[config.mk]
export PLATFORM = sky130hd
export DESIGN_NAME = pic_codec
export DESIGN_NICKNAME = d
export VERILOG_FILES = /design/src/rtl/pic_pkg.sv /design/src/rtl/pic_codec.sv
export SDC_FILE = /design/constraint.sdc
export NUM_CORES = 2
export LEC_CHECK = 0
export CORE_UTILIZATION = 53
export DETAILED_ROUTE_END_ITERATION = 6
export DONT_BUFFER_PORTS = 1
export PLACE_DENSITY = 0.68
export SYNTH_ARGS = -nofsm -noshare
export SYNTH_HDL_FRONTEND = slang
export SYNTH_SLANG_ARGS = --single-unit
export TNS_END_PERCENT = 50
[constraint.sdc]
create_clock -name pclk -period 4.1 [get_ports pclk]
set_clock_uncertainty 0.05 [all_clocks]
set_input_delay 0.41 -clock pclk [delete_from_list [all_inputs] [get_ports pclk]]
set_output_delay 0.41 -clock pclk [all_outputs]
set_load 0.005 [all_outputs]
[src/rtl/pic_pkg.sv]
// Constants shared by the protection element codec: register map, field
// positions, element identifiers and codes. Assumes a 32-bit APB master.
package pic_pkg;
	// ----------------------------------------------------------------
	// Element identifiers and fixed content lengths
	// ----------------------------------------------------------------
	localparam logic [7:0] ID_SEQ        = 8'h50;
	localparam logic [7:0] ID_PHYS       = 8'h51;
	localparam logic [7:0] ID_REJECT     = 8'h52;
	localparam logic [7:0] ID_PERR       = 8'h53;
	localparam logic [7:0] LEN_SEQ       = 8'h01;
	localparam logic [7:0] LEN_PHYS      = 8'h02;
	localparam logic [7:0] LEN_REJECT    = 8'h01;
	localparam logic [7:0] LEN_PERR_MIN  = 8'h01;
	localparam logic [7:0] LEN_PERR_MAX  = 8'h03;
	localparam logic [6:0] CAUSE_NO_STBY = 7'h00;
	localparam logic [6:0] CAUSE_MAX     = 7'h06;
	localparam int         LCH_MAX       = 44;
	// ----------------------------------------------------------------
	// Register byte offsets
	// ----------------------------------------------------------------
	localparam logic [7:0] OFF_CTRL      = 8'h00;
	localparam logic [7:0] OFF_ENC_CMD   = 8'h04;
	localparam logic [7:0] OFF_ENC_ARG   = 8'h08;
	localparam logic [7:0] OFF_STATUS    = 8'h0c;
	localparam logic [7:0] OFF_RX_BYTE   = 8'h10;
	localparam logic [7:0] OFF_DEC_LCH   = 8'h14;
	localparam logic [7:0] OFF_DEC_FLD   = 8'h18;
	localparam logic [7:0] OFF_DEC_ERR   = 8'h1c;
	localparam logic [7:0] OFF_SLOT_MASK = 8'h20;
	localparam logic [7:0] OFF_LCH_SEL   = 8'h24;
	localparam logic [7:0] OFF_LCH_ENTRY = 8'h28;
	// ----------------------------------------------------------------
	// Field positions and reset values
	// ----------------------------------------------------------------
	localparam int CTRL_EXCH      = 0;
	localparam int CTRL_SEQ_CLR   = 1;
	localparam int CTRL_LCH_NEXT  = 2;
	localparam int CMD_RESET_MSG  = 2;
	localparam int ST_ENC_BUSY    = 0;
	localparam int ST_ENC_REFUSED = 1;
	localparam int ST_DEC_DONE    = 2;
	localparam int ST_DEC_ERR     = 3;
	localparam int ST_DUP         = 4;
	localparam int ST_LCH_UNKNOWN = 5;
	localparam int ST_TX_FULL     = 6;
	localparam int ENTRY_VALID    = 16;
	localparam logic [31:0] RST_SLOT_MASK = 32'h0000_0000;
	// ----------------------------------------------------------------
	// Element kinds and decoder error codes
	// ----------------------------------------------------------------
	typedef enum logic [1:0] {K_LCH, K_SEQ, K_PHYS, K_REJECT} pic_kind_t;
	localparam logic [3:0] ERR_NONE     = 4'h0;
	localparam logic [3:0] ERR_RSV_ID   = 4'h1;
	localparam logic [3:0] ERR_LENGTH   = 4'h2;
	localparam logic [3:0] ERR_CAUSE    = 4'h3;
	localparam logic [3:0] ERR_EXT      = 4'h4;
	localparam logic [3:0] ERR_SLOT     = 4'h5;
	localparam logic [3:0] ERR_DIR      = 4'h6;
endpackage

[src/rtl/pic_codec.sv]
// Protection element encoder and decoder with an APB register file and an
// outgoing byte stream. Assumes pclk-synchronous APB and a same-clock sink.
// Notes on behaviour
// [RL1] Element identifiers are 0x50 sequence, 0x51 physical, 0x52 reject, 0x53 error; others reserved.
// [RL2] The logical channel number is 16-bit binary and every value 0 to 65535 is valid.
// [RL3] A provisioned list of at most 44 logical channel numbers is kept per interface.
// [RL4] The logical channel element is two octets, upper byte first.
// [RL5] Reset command and acknowledge messages carry an all-zero logical channel number.
// [RL6] The sequence element is identifier, length, then extension bit one over a 7-bit number.
// [RL7] The sequence number is 7-bit binary from 0 to 127.
// [RL8] A received sequence number equal to the last one marks a duplicate from the other link.
// [RL9] The physical channel element is identifier, length, link octet, slot octet.
// [RL10] The link identifier is a full 8-bit number selecting one of 256 links.
// [RL11] The slot number sits in the low five bits with the top three bits zero.
// [RL12] The exchange side only names time slots provisioned as physical channels.
// [RL13] The rejection cause element is exactly three octets.
// [RL14] Cause types 0 to 6 are defined and all others reserved.
// [RL15] Cause 0 is only sent by the exchange side towards the access-network side.
// [RL16] The cause octet carries an extension bit one over the 7-bit cause type.
// [RL17] Reserved identifiers, reserved causes and wrong length octets raise a decode error.
//
// Our own choices: the register addresses and the APB slave port.
`timescale 1ns/1ps

// ----------------------------------------------------------------
// Byte FIFO
// ----------------------------------------------------------------
module pic_fifo #(
	parameter int WIDTH = 8,
	parameter int DEPTH = 16
) (
	input  wire logic             pclk,
	input  wire logic             presetn,
	input  wire logic             in_valid,
	output logic                  in_ready,
	input  wire logic [WIDTH-1:0] in_data,
	output logic                  out_valid,
	input  wire logic             out_ready,
	output logic      [WIDTH-1:0] out_data
);
	localparam int AW = $clog2(DEPTH);

	initial begin
		if (DEPTH < 2 || (1 << AW) != DEPTH)
			$error("pic_fifo: DEPTH must be a power of two of at least 2");
	end

	logic [WIDTH-1:0] mem      [DEPTH];
	logic [AW-1:0]    wr_ptr;
	logic [AW-1:0]    rd_ptr;
	logic [AW:0]      count;
	logic [AW-1:0]    next_wr_ptr;
	logic [AW-1:0]    next_rd_ptr;
	logic [AW:0]      next_count;
	logic             push;
	logic             pop;

	always_comb begin
		in_ready    = (count != (AW + 1)'(DEPTH));
		out_valid   = (count != '0);
		out_data    = mem[rd_ptr];
		push        = in_valid && in_ready;
		pop         = out_valid && out_ready;
		next_wr_ptr = push ? wr_ptr + 1'b1 : wr_ptr;
		next_rd_ptr = pop ? rd_ptr + 1'b1 : rd_ptr;
		next_count  = count + (AW + 1)'(push) - (AW + 1)'(pop);
	end

	always_ff @(posedge pclk or negedge presetn) begin
		if (!presetn) begin
			wr_ptr <= '0;
			rd_ptr <= '0;
			count  <= '0;
		end else begin
			wr_ptr <= next_wr_ptr;
			rd_ptr <= next_rd_ptr;
			count  <= next_count;
		end
	end

	// Storage has no reset; empty slots are never presented as valid.
	always_ff @(posedge pclk) begin
		if (push)
			mem[wr_ptr] <= in_data;
	end
endmodule

// ----------------------------------------------------------------
// Codec top
// ----------------------------------------------------------------
module pic_codec #(
	parameter int LCH_DEPTH  = pic_pkg::LCH_MAX,
	parameter int FIFO_DEPTH = 16
) (
	input  wire logic        pclk,
	input  wire logic        presetn,
	input  wire logic        psel,
	input  wire logic        penable,
	input  wire logic        pwrite,
	input  wire logic [7:0]  paddr,
	input  wire logic [31:0] pwdata,
	output logic      [31:0] prdata,
	output logic             pready,
	output logic             pslverr,
	output logic      [7:0]  tx_byte,
	output logic             tx_valid,
	input  wire logic        tx_ready
);
	import pic_pkg::*;

	initial begin
		if (LCH_DEPTH < 1 || LCH_DEPTH > LCH_MAX)
			$error("pic_codec: LCH_DEPTH must lie between 1 and 44");
	end

	// ----------------------------------------------------------------
	// APB slave
	// ----------------------------------------------------------------
	logic        setup;
	logic        wr;
	logic        hit;
	logic [31:0] rd_val;
	logic [31:0] next_prdata;
	logic        next_pready;
	logic        next_pslverr;

	logic        side_exch;
	logic [15:0] enc_arg;
	logic [31:0] slot_mask;
	logic [5:0]  lch_sel;
	logic [15:0] lch_id    [LCH_DEPTH];
	logic        lch_valid [LCH_DEPTH];
	logic [6:0]  status;
	logic [15:0] dec_lch;
	logic [6:0]  dec_seq;
	logic [7:0]  dec_link;
	logic [4:0]  dec_slot;
	logic [6:0]  dec_cause;
	logic [3:0]  dec_err;
	logic        lch_sel_ok;

	// Writes take effect at the access edge; the answer is prepared in setup.
	assign setup      = psel && !penable;
	assign wr         = psel && penable && pready && pwrite;
	assign lch_sel_ok = (32'(lch_sel) < LCH_DEPTH);

	always_comb begin
		hit    = 1'b1;
		rd_val = 32'h0000_0000;
		case (paddr)
			OFF_CTRL:      rd_val = {31'h0000_0000, side_exch};
			OFF_ENC_CMD:   rd_val = {31'h0000_0000, status[ST_ENC_BUSY]};
			OFF_ENC_ARG:   rd_val = {16'h0000, enc_arg};
			OFF_STATUS:    rd_val = {25'h000_0000, status};
			OFF_RX_BYTE:   rd_val = 32'h0000_0000;
			OFF_DEC_LCH:   rd_val = {16'h0000, dec_lch};
			OFF_DEC_FLD:   rd_val = {1'b0, dec_cause, 3'h0, dec_slot, dec_link, 1'b0, dec_seq};
			OFF_DEC_ERR:   rd_val = {28'h000_0000, dec_err};
			OFF_SLOT_MASK: rd_val = slot_mask;
			OFF_LCH_SEL:   rd_val = {26'h000_0000, lch_sel};
			OFF_LCH_ENTRY: rd_val = lch_sel_ok ? {15'h0000, lch_valid[lch_sel], lch_id[lch_sel]}
						: 32'h0000_0000;
			default: begin
				hit    = 1'b0;
				rd_val = 32'h0000_0000;
			end
		endcase
		next_pready  = setup;
		next_pslverr = setup && !hit;
		next_prdata  = (setup && !pwrite) ? rd_val : 32'h0000_0000;
	end

	always_ff @(posedge pclk or negedge presetn) begin
		if (!presetn) begin
			pready  <= 1'b0;
			pslverr <= 1'b0;
			prdata  <= 32'h0000_0000;
		end else begin
			pready  <= next_pready;
			pslverr <= next_pslverr;
			prdata  <= next_prdata;
		end
	end

	// ----------------------------------------------------------------
	// Configuration registers and provisioned channel list
	// ----------------------------------------------------------------
	logic        next_side_exch;
	logic [15:0] next_enc_arg;
	logic [31:0] next_slot_mask;
	logic [5:0]  next_lch_sel;
	logic        wr_entry;
	logic        seq_clr;
	logic        lch_next;
	logic        rx_wr;

	always_comb begin
		next_side_exch = side_exch;
		next_enc_arg   = enc_arg;
		next_slot_mask = slot_mask;
		next_lch_sel   = lch_sel;
		if (wr && paddr == OFF_CTRL)
			next_side_exch = pwdata[CTRL_EXCH];
		if (wr && paddr == OFF_ENC_ARG)
			next_enc_arg = pwdata[15:0];
		if (wr && paddr == OFF_SLOT_MASK)
			next_slot_mask = pwdata;
		if (wr && paddr == OFF_LCH_SEL)
			next_lch_sel = pwdata[5:0];
		wr_entry = wr && paddr == OFF_LCH_ENTRY && lch_sel_ok;
		seq_clr  = wr && paddr == OFF_CTRL && pwdata[CTRL_SEQ_CLR];
		lch_next = wr && paddr == OFF_CTRL && pwdata[CTRL_LCH_NEXT];
		rx_wr    = wr && paddr == OFF_RX_BYTE;
	end

	always_ff @(posedge pclk or negedge presetn) begin
		if (!presetn) begin
			side_exch <= 1'b0;
			enc_arg   <= 16'h0000;
			slot_mask <= RST_SLOT_MASK;
			lch_sel   <= 6'h00;
		end else begin
			side_exch <= next_side_exch;
			enc_arg   <= next_enc_arg;
			slot_mask <= next_slot_mask;
			lch_sel   <= next_lch_sel;
		end
	end

	// The list holds at most 44 entries; any 16-bit number may be stored. [RL3] [RL2]
	always_ff @(posedge pclk or negedge presetn) begin
		if (!presetn) begin
			for (int i = 0; i < LCH_DEPTH; i++) begin
				lch_id[i]    <= 16'h0000;
				lch_valid[i] <= 1'b0;
			end
		end else if (wr_entry) begin
			lch_id[lch_sel]    <= pwdata[15:0];
			lch_valid[lch_sel] <= pwdata[ENTRY_VALID];
		end
	end

	// ----------------------------------------------------------------
	// Encoder
	// ----------------------------------------------------------------
	logic [31:0] enc_buf;
	logic [2:0]  enc_left;
	logic [31:0] next_enc_buf;
	logic [2:0]  next_enc_left;
	logic        cmd_wr;
	logic        refuse;
	logic        fifo_in_ready;
	logic        fifo_out_valid;
	logic [7:0]  fifo_out_data;
	logic        fifo_pop;
	pic_kind_t   cmd_kind;

	always_comb begin
		cmd_wr        = wr && paddr == OFF_ENC_CMD;
		cmd_kind      = pic_kind_t'(pwdata[1:0]);
		refuse        = 1'b0;
		next_enc_buf  = enc_buf;
		next_enc_left = enc_left;
		if (enc_left != 3'h0 && fifo_in_ready) begin
			next_enc_buf  = {enc_buf[23:0], 8'h00};
			next_enc_left = enc_left - 3'h1;
		end
		if (cmd_wr) begin
			if (enc_left != 3'h0) begin
				refuse = 1'b1;
			end else begin
				case (cmd_kind)
					K_LCH: begin
						// Upper octet goes first; reset messages send zero. [RL4] [RL5]
						next_enc_buf  = pwdata[CMD_RESET_MSG] ? 32'h0000_0000
								: {enc_arg, 16'h0000};
						next_enc_left = 3'h2;
					end
					K_SEQ: begin
						next_enc_buf  = {ID_SEQ, LEN_SEQ, 1'b1, enc_arg[6:0], 8'h00}; // [RL6] [RL7] [RL1]
						next_enc_left = 3'h3;
					end
					K_PHYS: begin
						// An exchange may only name provisioned slots. [RL12]
						if (side_exch && !slot_mask[enc_arg[4:0]]) begin
							refuse = 1'b1;
						end else begin
							next_enc_buf  = {ID_PHYS, LEN_PHYS, enc_arg[15:8],
									3'b000, enc_arg[4:0]}; // [RL9] [RL10] [RL11]
							next_enc_left = 3'h4;
						end
					end
					K_REJECT: begin
						// Reserved causes and cause 0 from the access side are refused. [RL14] [RL15]
						if (enc_arg[6:0] > CAUSE_MAX ||
								(enc_arg[6:0] == CAUSE_NO_STBY && !side_exch)) begin
							refuse = 1'b1;
						end else begin
							next_enc_buf  = {ID_REJECT, LEN_REJECT, 1'b1, enc_arg[6:0],
									8'h00}; // [RL13] [RL16]
							next_enc_left = 3'h3;
						end
					end
					default: refuse = 1'b1;
				endcase
			end
		end
	end

	always_ff @(posedge pclk or negedge presetn) begin
		if (!presetn) begin
			enc_buf  <= 32'h0000_0000;
			enc_left <= 3'h0;
		end else begin
			enc_buf  <= next_enc_buf;
			enc_left <= next_enc_left;
		end
	end

	// The encoder stalls while the FIFO is full, so a slow sink holds it back.
	pic_fifo #(
		.WIDTH (8),
		.DEPTH (FIFO_DEPTH)
	) u_tx_fifo (
		.pclk      (pclk),
		.presetn   (presetn),
		.in_valid  (enc_left != 3'h0),
		.in_ready  (fifo_in_ready),
		.in_data   (enc_buf[31:24]),
		.out_valid (fifo_out_valid),
		.out_ready (fifo_pop),
		.out_data  (fifo_out_data)
	);

	// Output stage keeps tx_byte and tx_valid on flip-flops.
	logic       next_tx_valid;
	logic [7:0] next_tx_byte;

	always_comb begin
		fifo_pop      = fifo_out_valid && (!tx_valid || tx_ready);
		next_tx_valid = tx_valid && !tx_ready;
		next_tx_byte  = tx_byte;
		if (fifo_pop) begin
			next_tx_valid = 1'b1;
			next_tx_byte  = fifo_out_data;
		end
	end

	always_ff @(posedge pclk or negedge presetn) begin
		if (!presetn) begin
			tx_valid <= 1'b0;
			tx_byte  <= 8'h00;
		end else begin
			tx_valid <= next_tx_valid;
			tx_byte  <= next_tx_byte;
		end
	end

	// ----------------------------------------------------------------
	// Decoder, fed one byte per write of the receive register
	// ----------------------------------------------------------------
	typedef enum {D_ID, D_LEN, D_BODY, D_LHI, D_LLO} pic_dec_t;
	pic_dec_t   dec_state;
	pic_dec_t   next_dec_state;
	logic [7:0] dec_id;
	logic [7:0] next_dec_id;
	logic [1:0] dec_left;
	logic [1:0] next_dec_left;
	logic [7:0] rb;
	logic [6:0] last_seq;
	logic       last_seq_ok;
	logic [6:0] next_last_seq;
	logic       next_last_seq_ok;
	logic [15:0] next_dec_lch;
	logic [6:0] next_dec_seq;
	logic [7:0] next_dec_link;
	logic [4:0] next_dec_slot;
	logic [6:0] next_dec_cause;
	logic [3:0] next_dec_err;
	logic       ev_done;
	logic       ev_dup;
	logic       ev_unknown;
	logic       known;

	always_comb begin
		rb               = pwdata[7:0];
		next_dec_state   = dec_state;
		next_dec_id      = dec_id;
		next_dec_left    = dec_left;
		next_last_seq    = last_seq;
		next_last_seq_ok = last_seq_ok && !seq_clr;
		next_dec_lch     = dec_lch;
		next_dec_seq     = dec_seq;
		next_dec_link    = dec_link;
		next_dec_slot    = dec_slot;
		next_dec_cause   = dec_cause;
		next_dec_err     = ERR_NONE;
		ev_done          = 1'b0;
		ev_dup           = 1'b0;
		ev_unknown       = 1'b0;
		known            = 1'b0;
		for (int i = 0; i < LCH_DEPTH; i++)
			if (lch_valid[i] && lch_id[i] == {dec_lch[15:8], rb})
				known = 1'b1;
		if (lch_next)
			next_dec_state = D_LHI;
		else if (rx_wr) begin
			case (dec_state)
				D_ID: begin
					next_dec_id = rb;
					if (rb >= ID_SEQ && rb <= ID_PERR)
						next_dec_state = D_LEN;
					else
						next_dec_err = ERR_RSV_ID; // [RL1] [RL17]
				end
				D_LEN: begin
					next_dec_state = D_BODY;
					next_dec_left  = rb[1:0];
					// Length octets must match each element's fixed length, or lie from 1 to 3 for the error element. [RL17] [RL13]
					if ((dec_id == ID_SEQ && rb != LEN_SEQ) ||
							(dec_id == ID_PHYS && rb != LEN_PHYS) ||
							(dec_id == ID_REJECT && rb != LEN_REJECT) ||
							(dec_id == ID_PERR && (rb < LEN_PERR_MIN || rb > LEN_PERR_MAX))) begin
						next_dec_err   = ERR_LENGTH;
						next_dec_state = D_ID;
					end
				end
				D_BODY: begin
					next_dec_left = dec_left - 2'h1;
					if (dec_left == 2'h1) begin
						next_dec_state = D_ID;
						ev_done        = 1'b1;
					end
					case (dec_id)
						ID_SEQ: begin
							if (!rb[7]) begin
								next_dec_err = ERR_EXT; // [RL6]
								ev_done      = 1'b0;
							end else begin
								next_dec_seq     = rb[6:0]; // [RL7]
								ev_dup           = last_seq_ok && last_seq == rb[6:0]; // [RL8]
								next_last_seq    = rb[6:0];
								next_last_seq_ok = 1'b1;
							end
						end
						ID_PHYS: begin
							if (dec_left == 2'h2)
								next_dec_link = rb; // [RL10]
							else if (rb[7:5] != 3'b000) begin
								next_dec_err = ERR_SLOT; // [RL11]
								ev_done      = 1'b0;
							end else
								next_dec_slot = rb[4:0]; // [RL9]
						end
						ID_REJECT: begin
							next_dec_cause = rb[6:0];
							if (!rb[7]) begin
								next_dec_err = ERR_EXT; // [RL16]
								ev_done      = 1'b0;
							end else if (rb[6:0] > CAUSE_MAX) begin
								next_dec_err = ERR_CAUSE; // [RL14] [RL17]
								ev_done      = 1'b0;
							end else if (rb[6:0] == CAUSE_NO_STBY && side_exch) begin
								next_dec_err = ERR_DIR; // [RL15]
								ev_done      = 1'b0;
							end
						end
						default: ;
					endcase
				end
				D_LHI: begin
					next_dec_lch   = {rb, 8'h00}; // [RL4]
					next_dec_state = D_LLO;
				end
				D_LLO: begin
					next_dec_lch   = {dec_lch[15:8], rb};
					next_dec_state = D_ID;
					ev_done        = 1'b1;
					ev_unknown     = !known && ({dec_lch[15:8], rb} != 16'h0000); // [RL3] [RL5]
				end
				default: next_dec_state = D_ID;
			endcase
		end
	end

	always_ff @(posedge pclk or negedge presetn) begin
		if (!presetn) begin
			dec_state   <= D_ID;
			dec_id      <= 8'h00;
			dec_left    <= 2'h0;
			last_seq    <= 7'h00;
			last_seq_ok <= 1'b0;
			dec_lch     <= 16'h0000;
			dec_seq     <= 7'h00;
			dec_link    <= 8'h00;
			dec_slot    <= 5'h00;
			dec_cause   <= 7'h00;
			dec_err     <= ERR_NONE;
		end else begin
			dec_state   <= next_dec_state;
			dec_id      <= next_dec_id;
			dec_left    <= next_dec_left;
			last_seq    <= next_last_seq;
			last_seq_ok <= next_last_seq_ok;
			dec_lch     <= next_dec_lch;
			dec_seq     <= next_dec_seq;
			dec_link    <= next_dec_link;
			dec_slot    <= next_dec_slot;
			dec_cause   <= next_dec_cause;
			dec_err     <= (next_dec_err != ERR_NONE) ? next_dec_err : dec_err;
		end
	end

	// ----------------------------------------------------------------
	// Status: sticky bits are write-one-to-clear, and a new event wins.
	// ----------------------------------------------------------------
	logic [6:0] next_status;
	logic [6:0] clr;

	always_comb begin
		clr         = (wr && paddr == OFF_STATUS) ? pwdata[6:0] : 7'h00;
		next_status = status & ~clr;
		next_status[ST_ENC_BUSY] = (next_enc_left != 3'h0);
		next_status[ST_TX_FULL]  = !fifo_in_ready;
		if (refuse)
			next_status[ST_ENC_REFUSED] = 1'b1;
		if (ev_done)
			next_status[ST_DEC_DONE] = 1'b1;
		if (next_dec_err != ERR_NONE)
			next_status[ST_DEC_ERR] = 1'b1;
		if (ev_done && dec_id == ID_SEQ && dec_state == D_BODY)
			next_status[ST_DUP] = ev_dup;
		if (ev_unknown)
			next_status[ST_LCH_UNKNOWN] = 1'b1;
	end

	always_ff @(posedge pclk or negedge presetn) begin
		if (!presetn)
			status <= 7'h00;
		else
			status <= next_status;
	end
endmodule

==> results_dict.tcl <==
set metrics [dict create \
    vias 41550 \
    slew_headroom 0.1556 \
    netlist_area_mm2 0.05593 \
    path_clk_slew_ns 0.06 \
    postRouteAntennaNets 0 \
    path_class "reg -> reg" \
    fin_crit_sh 0.9434 \
    vias_per_cell 6.995 \
    netlist_instances 4532 \
    power_mw 25.48 \
    std_cell_rows 118 \
    yosysTopAreaCellShare 0.4300 \
    cts_resized 0 \
    synth_compound_area_frac 0.08618 \
    setup_viol 0 \
    ir_drop_uv 575.7 \
    crit_path_end_kind "register" \
    final.min_clock_period_ns 3.868 \
    clk_latency_ns 0.76 \
    wire_per_inst_um 34.49 \
    ctsHoldBuffers 45 \
    synth.area.top_cells "dfrtp_1 (43%), mux2_2 (17%), xnor2_1 (11%)" \
    drtIter0Drc 6067 \
    htree_num_levels 3 \
    yosysSeqAreaShare 0.4987 \
    cts.path.max_buffers 3 \
    p_leak_nw 26.34 \
    cts_made_buffers 115 \
    hold_violations 0 \
    cts_root_buffer "clkbuf_16" \
    postCtsSetupBuffers 0 \
    syn-num-nets 4594 \
    grt_pass1_wl_mm 294.3 \
    cts_tree "yes" \
    synth_fa_ha_area_frac 0.003714 \
    grt_antenna_before_repair 6 \
    die_area_mm2 0.1068 \
    area_growth_pct 11.75 \
    num_io_pins 89 \
    clkSinkCount 1089 \
    synth_top_family_by_area "multiplexers" \
    drive_above_1_share 0.2873 \
    design_area_mm2 0.06250 \
    dpl_cell_area_mm2 0.05737 \
    holdCritPathClass "in -> async" \
    ys.flop_type "dfrtp_1" \
    drv_cap 0 \
    slew_violations 0 \
    yosys.area_share.simple 0.06553 \
    pwr_density_cell_mw_per_mm2 407.7 \
    dp_hpwl_mm 123.5 \
    fin_ws_ns 0.2319 \
    fill_cells 8191 \
    crit_required_ns 4.68 \
    dp_slack_ns 0.6319 \
    synth-seq-cells 1089 \
    outcome "finished, violations left" \
    gp_congestion 1.075 \
    rsz0062_at_grt "false" \
    layout.nets 4520 \
    grt_max_degree 962 \
    synth_area_leader_cell "dfrtp_1" \
    coreArea_mm2 0.1041 \
    max_slew.worst_pin.slew_ns 1.267 \
    die-height_um 326.8 \
    cp_max_fo 32 \
    synth_edf_count 128 \
    synthTopCellsByCount "dfrtp_1 (961), mux2_2 (856), xnor2_1 (720)" \
    muxShareOfSynthArea 0.2016 \
    failed_checks "design-rule violations" \
    drc 16 \
    cp.arrival_ns 4.45 \
    grt_pass1_vias 40530 \
    grt_usage 0.3802 \
    die_w_um 326.8 \
    ys_types 89 \
    drt_wl_total_mm 204.9 \
    avgSynthCellArea_um2 12.34 \
    yosysMostFrequentCell "dfrtp_1" \
    drtPass1Iterations 7 \
    async_flop_share 0.8825 \
    fin_setup_tns_ns 0 \
    start_util 0.5373 \
    grt.overflow.total 0 \
    max_freq_mhz 258.5 \
    portBuffers 0 \
    synth_xor_area_frac 0.1134 \
    ys_warn_count 0 \
    crit_path_start_kind "register" \
]
==> power by group <==
group | total, mW | switching (mW) | internal, mW
logic | 2.37 | 1.33 | 1.05
registers | 11.6 | 0.306 | 11.3
clock network | 11.5 | 4.72 | 6.79
==> cell type report <==
class                           count  area [um2]  area share
Sequential cell                  1089       27930      0.4469
Tap cell                         1380        1727     0.02763
Antenna cell                        3       7.507   0.0001201
Inverter                           25       93.84    0.001501
Clock buffer                      158        3249     0.05199
Timing Repair Buffer              192        2167     0.03467
Clock inverter                     57       953.4     0.01525
Multi-Input combinational cell   3035       26370      0.4220
==> state kept, by name, indices dropped and copies added (netlist names), 16 cells and up <==
register,count
lch_id,704
u_tx_fifo.mem,128
lch_valid,44
enc_buf,32
prdata,32
slot_mask,32
dec_lch,16
enc_arg,16
==> layer usage <==
layer  wire length, um  up-vias  part of all wire  GRT usage
met5                24        -           0.00012          0
met4             13810        4             0.067     0.2153
met3             25350      851              0.12     0.1127
met2             86780     2948              0.42     0.5463
met1             78900    21220              0.39     0.5130
li1                  -    16520                 -          -
==> per-stage QoR <==
stage | util | hold slack [ns] | cells
floorplan | - | 0.06441 | 4532
global placement | 0.5512 | 0.08090 | 5669
detailed placement | 0.5512 | 0.08557 | 5669
CTS | 0.5988 | -0.7260 | 5929
global route | 0.6004 | 0.02648 | 5936
finish | 0.6004 | 0.04106 | 5939
==> worst max-delay path, stage by stage (launching register included) <==
cell,delay [ns]
dfrtp_1,0.37
inv_1,0.07
ha_1,0.18
and4_1,0.24
or2_2,0.47
inv_2,0.16
buf_4,0.43
mux2i_1,0.35
o2bb2ai_1,0.11
nand2_1,0.07
dlygate4sd3_1,0.55
o221ai_1,0.09
dlygate4sd3_1,0.58
==> layout by cell type, fill, tap and decap left out, types with 10 or more instances in the layout <==
cell,instances
mux4_2,48
edfxtp_1,128
o211ai_1,30
a31oi_1,84
buf_4,124
clkinv_2,12
clkbuf_16,115
nor3_1,18
nand3_1,108
ha_1,15
a222oi_1,11
or4_1,11
dfrtp_1,947
nand4_1,160
o21ai_0,48
o21ai_1,10
mux2i_1,52
nor2b_1,10
a22o_1,75
mux2_2,856
clkbuf_8,21
a22oi_1,206
a221oi_1,72
bufinv_16,19
buf_16,22
and2_1,24
xnor2_1,720
nand2_1,162
clkbuf_1,22
and3_1,18
buf_12,17
inv_1,23
dlygate4sd3_1,29
a21oi_1,54
nor4_1,55
nor2_1,61
==> cells by family after synthesis <==
logic type                 count (synthesis)
and+or+nand+nor                          683
buffers and inverters                    408
adders and majority gates                 16
AOI/OAI and AO/OA                        653
xor gates and xnor gates                 724
DFF                                     1089
muxes                                    959
==> final timing paths <==
kind,start,end,slack (ns),cells past startpoint
max reg2reg,u_tx_fifo.count[3],enc_buf[9],0.23,12
max in group asynchronous,presetn,lch_id[702],1.19,5
min reg2reg,dec_id[7],dec_id[7],0.43,2
min,presetn,tx_byte[6],0.04,2
min in group pclk,pwdata[7],dec_lch[15],0.05,2
max,u_tx_fifo.count[3],enc_buf[9],0.23,12
No activity file was read; power rests on OpenSTA's default activity.
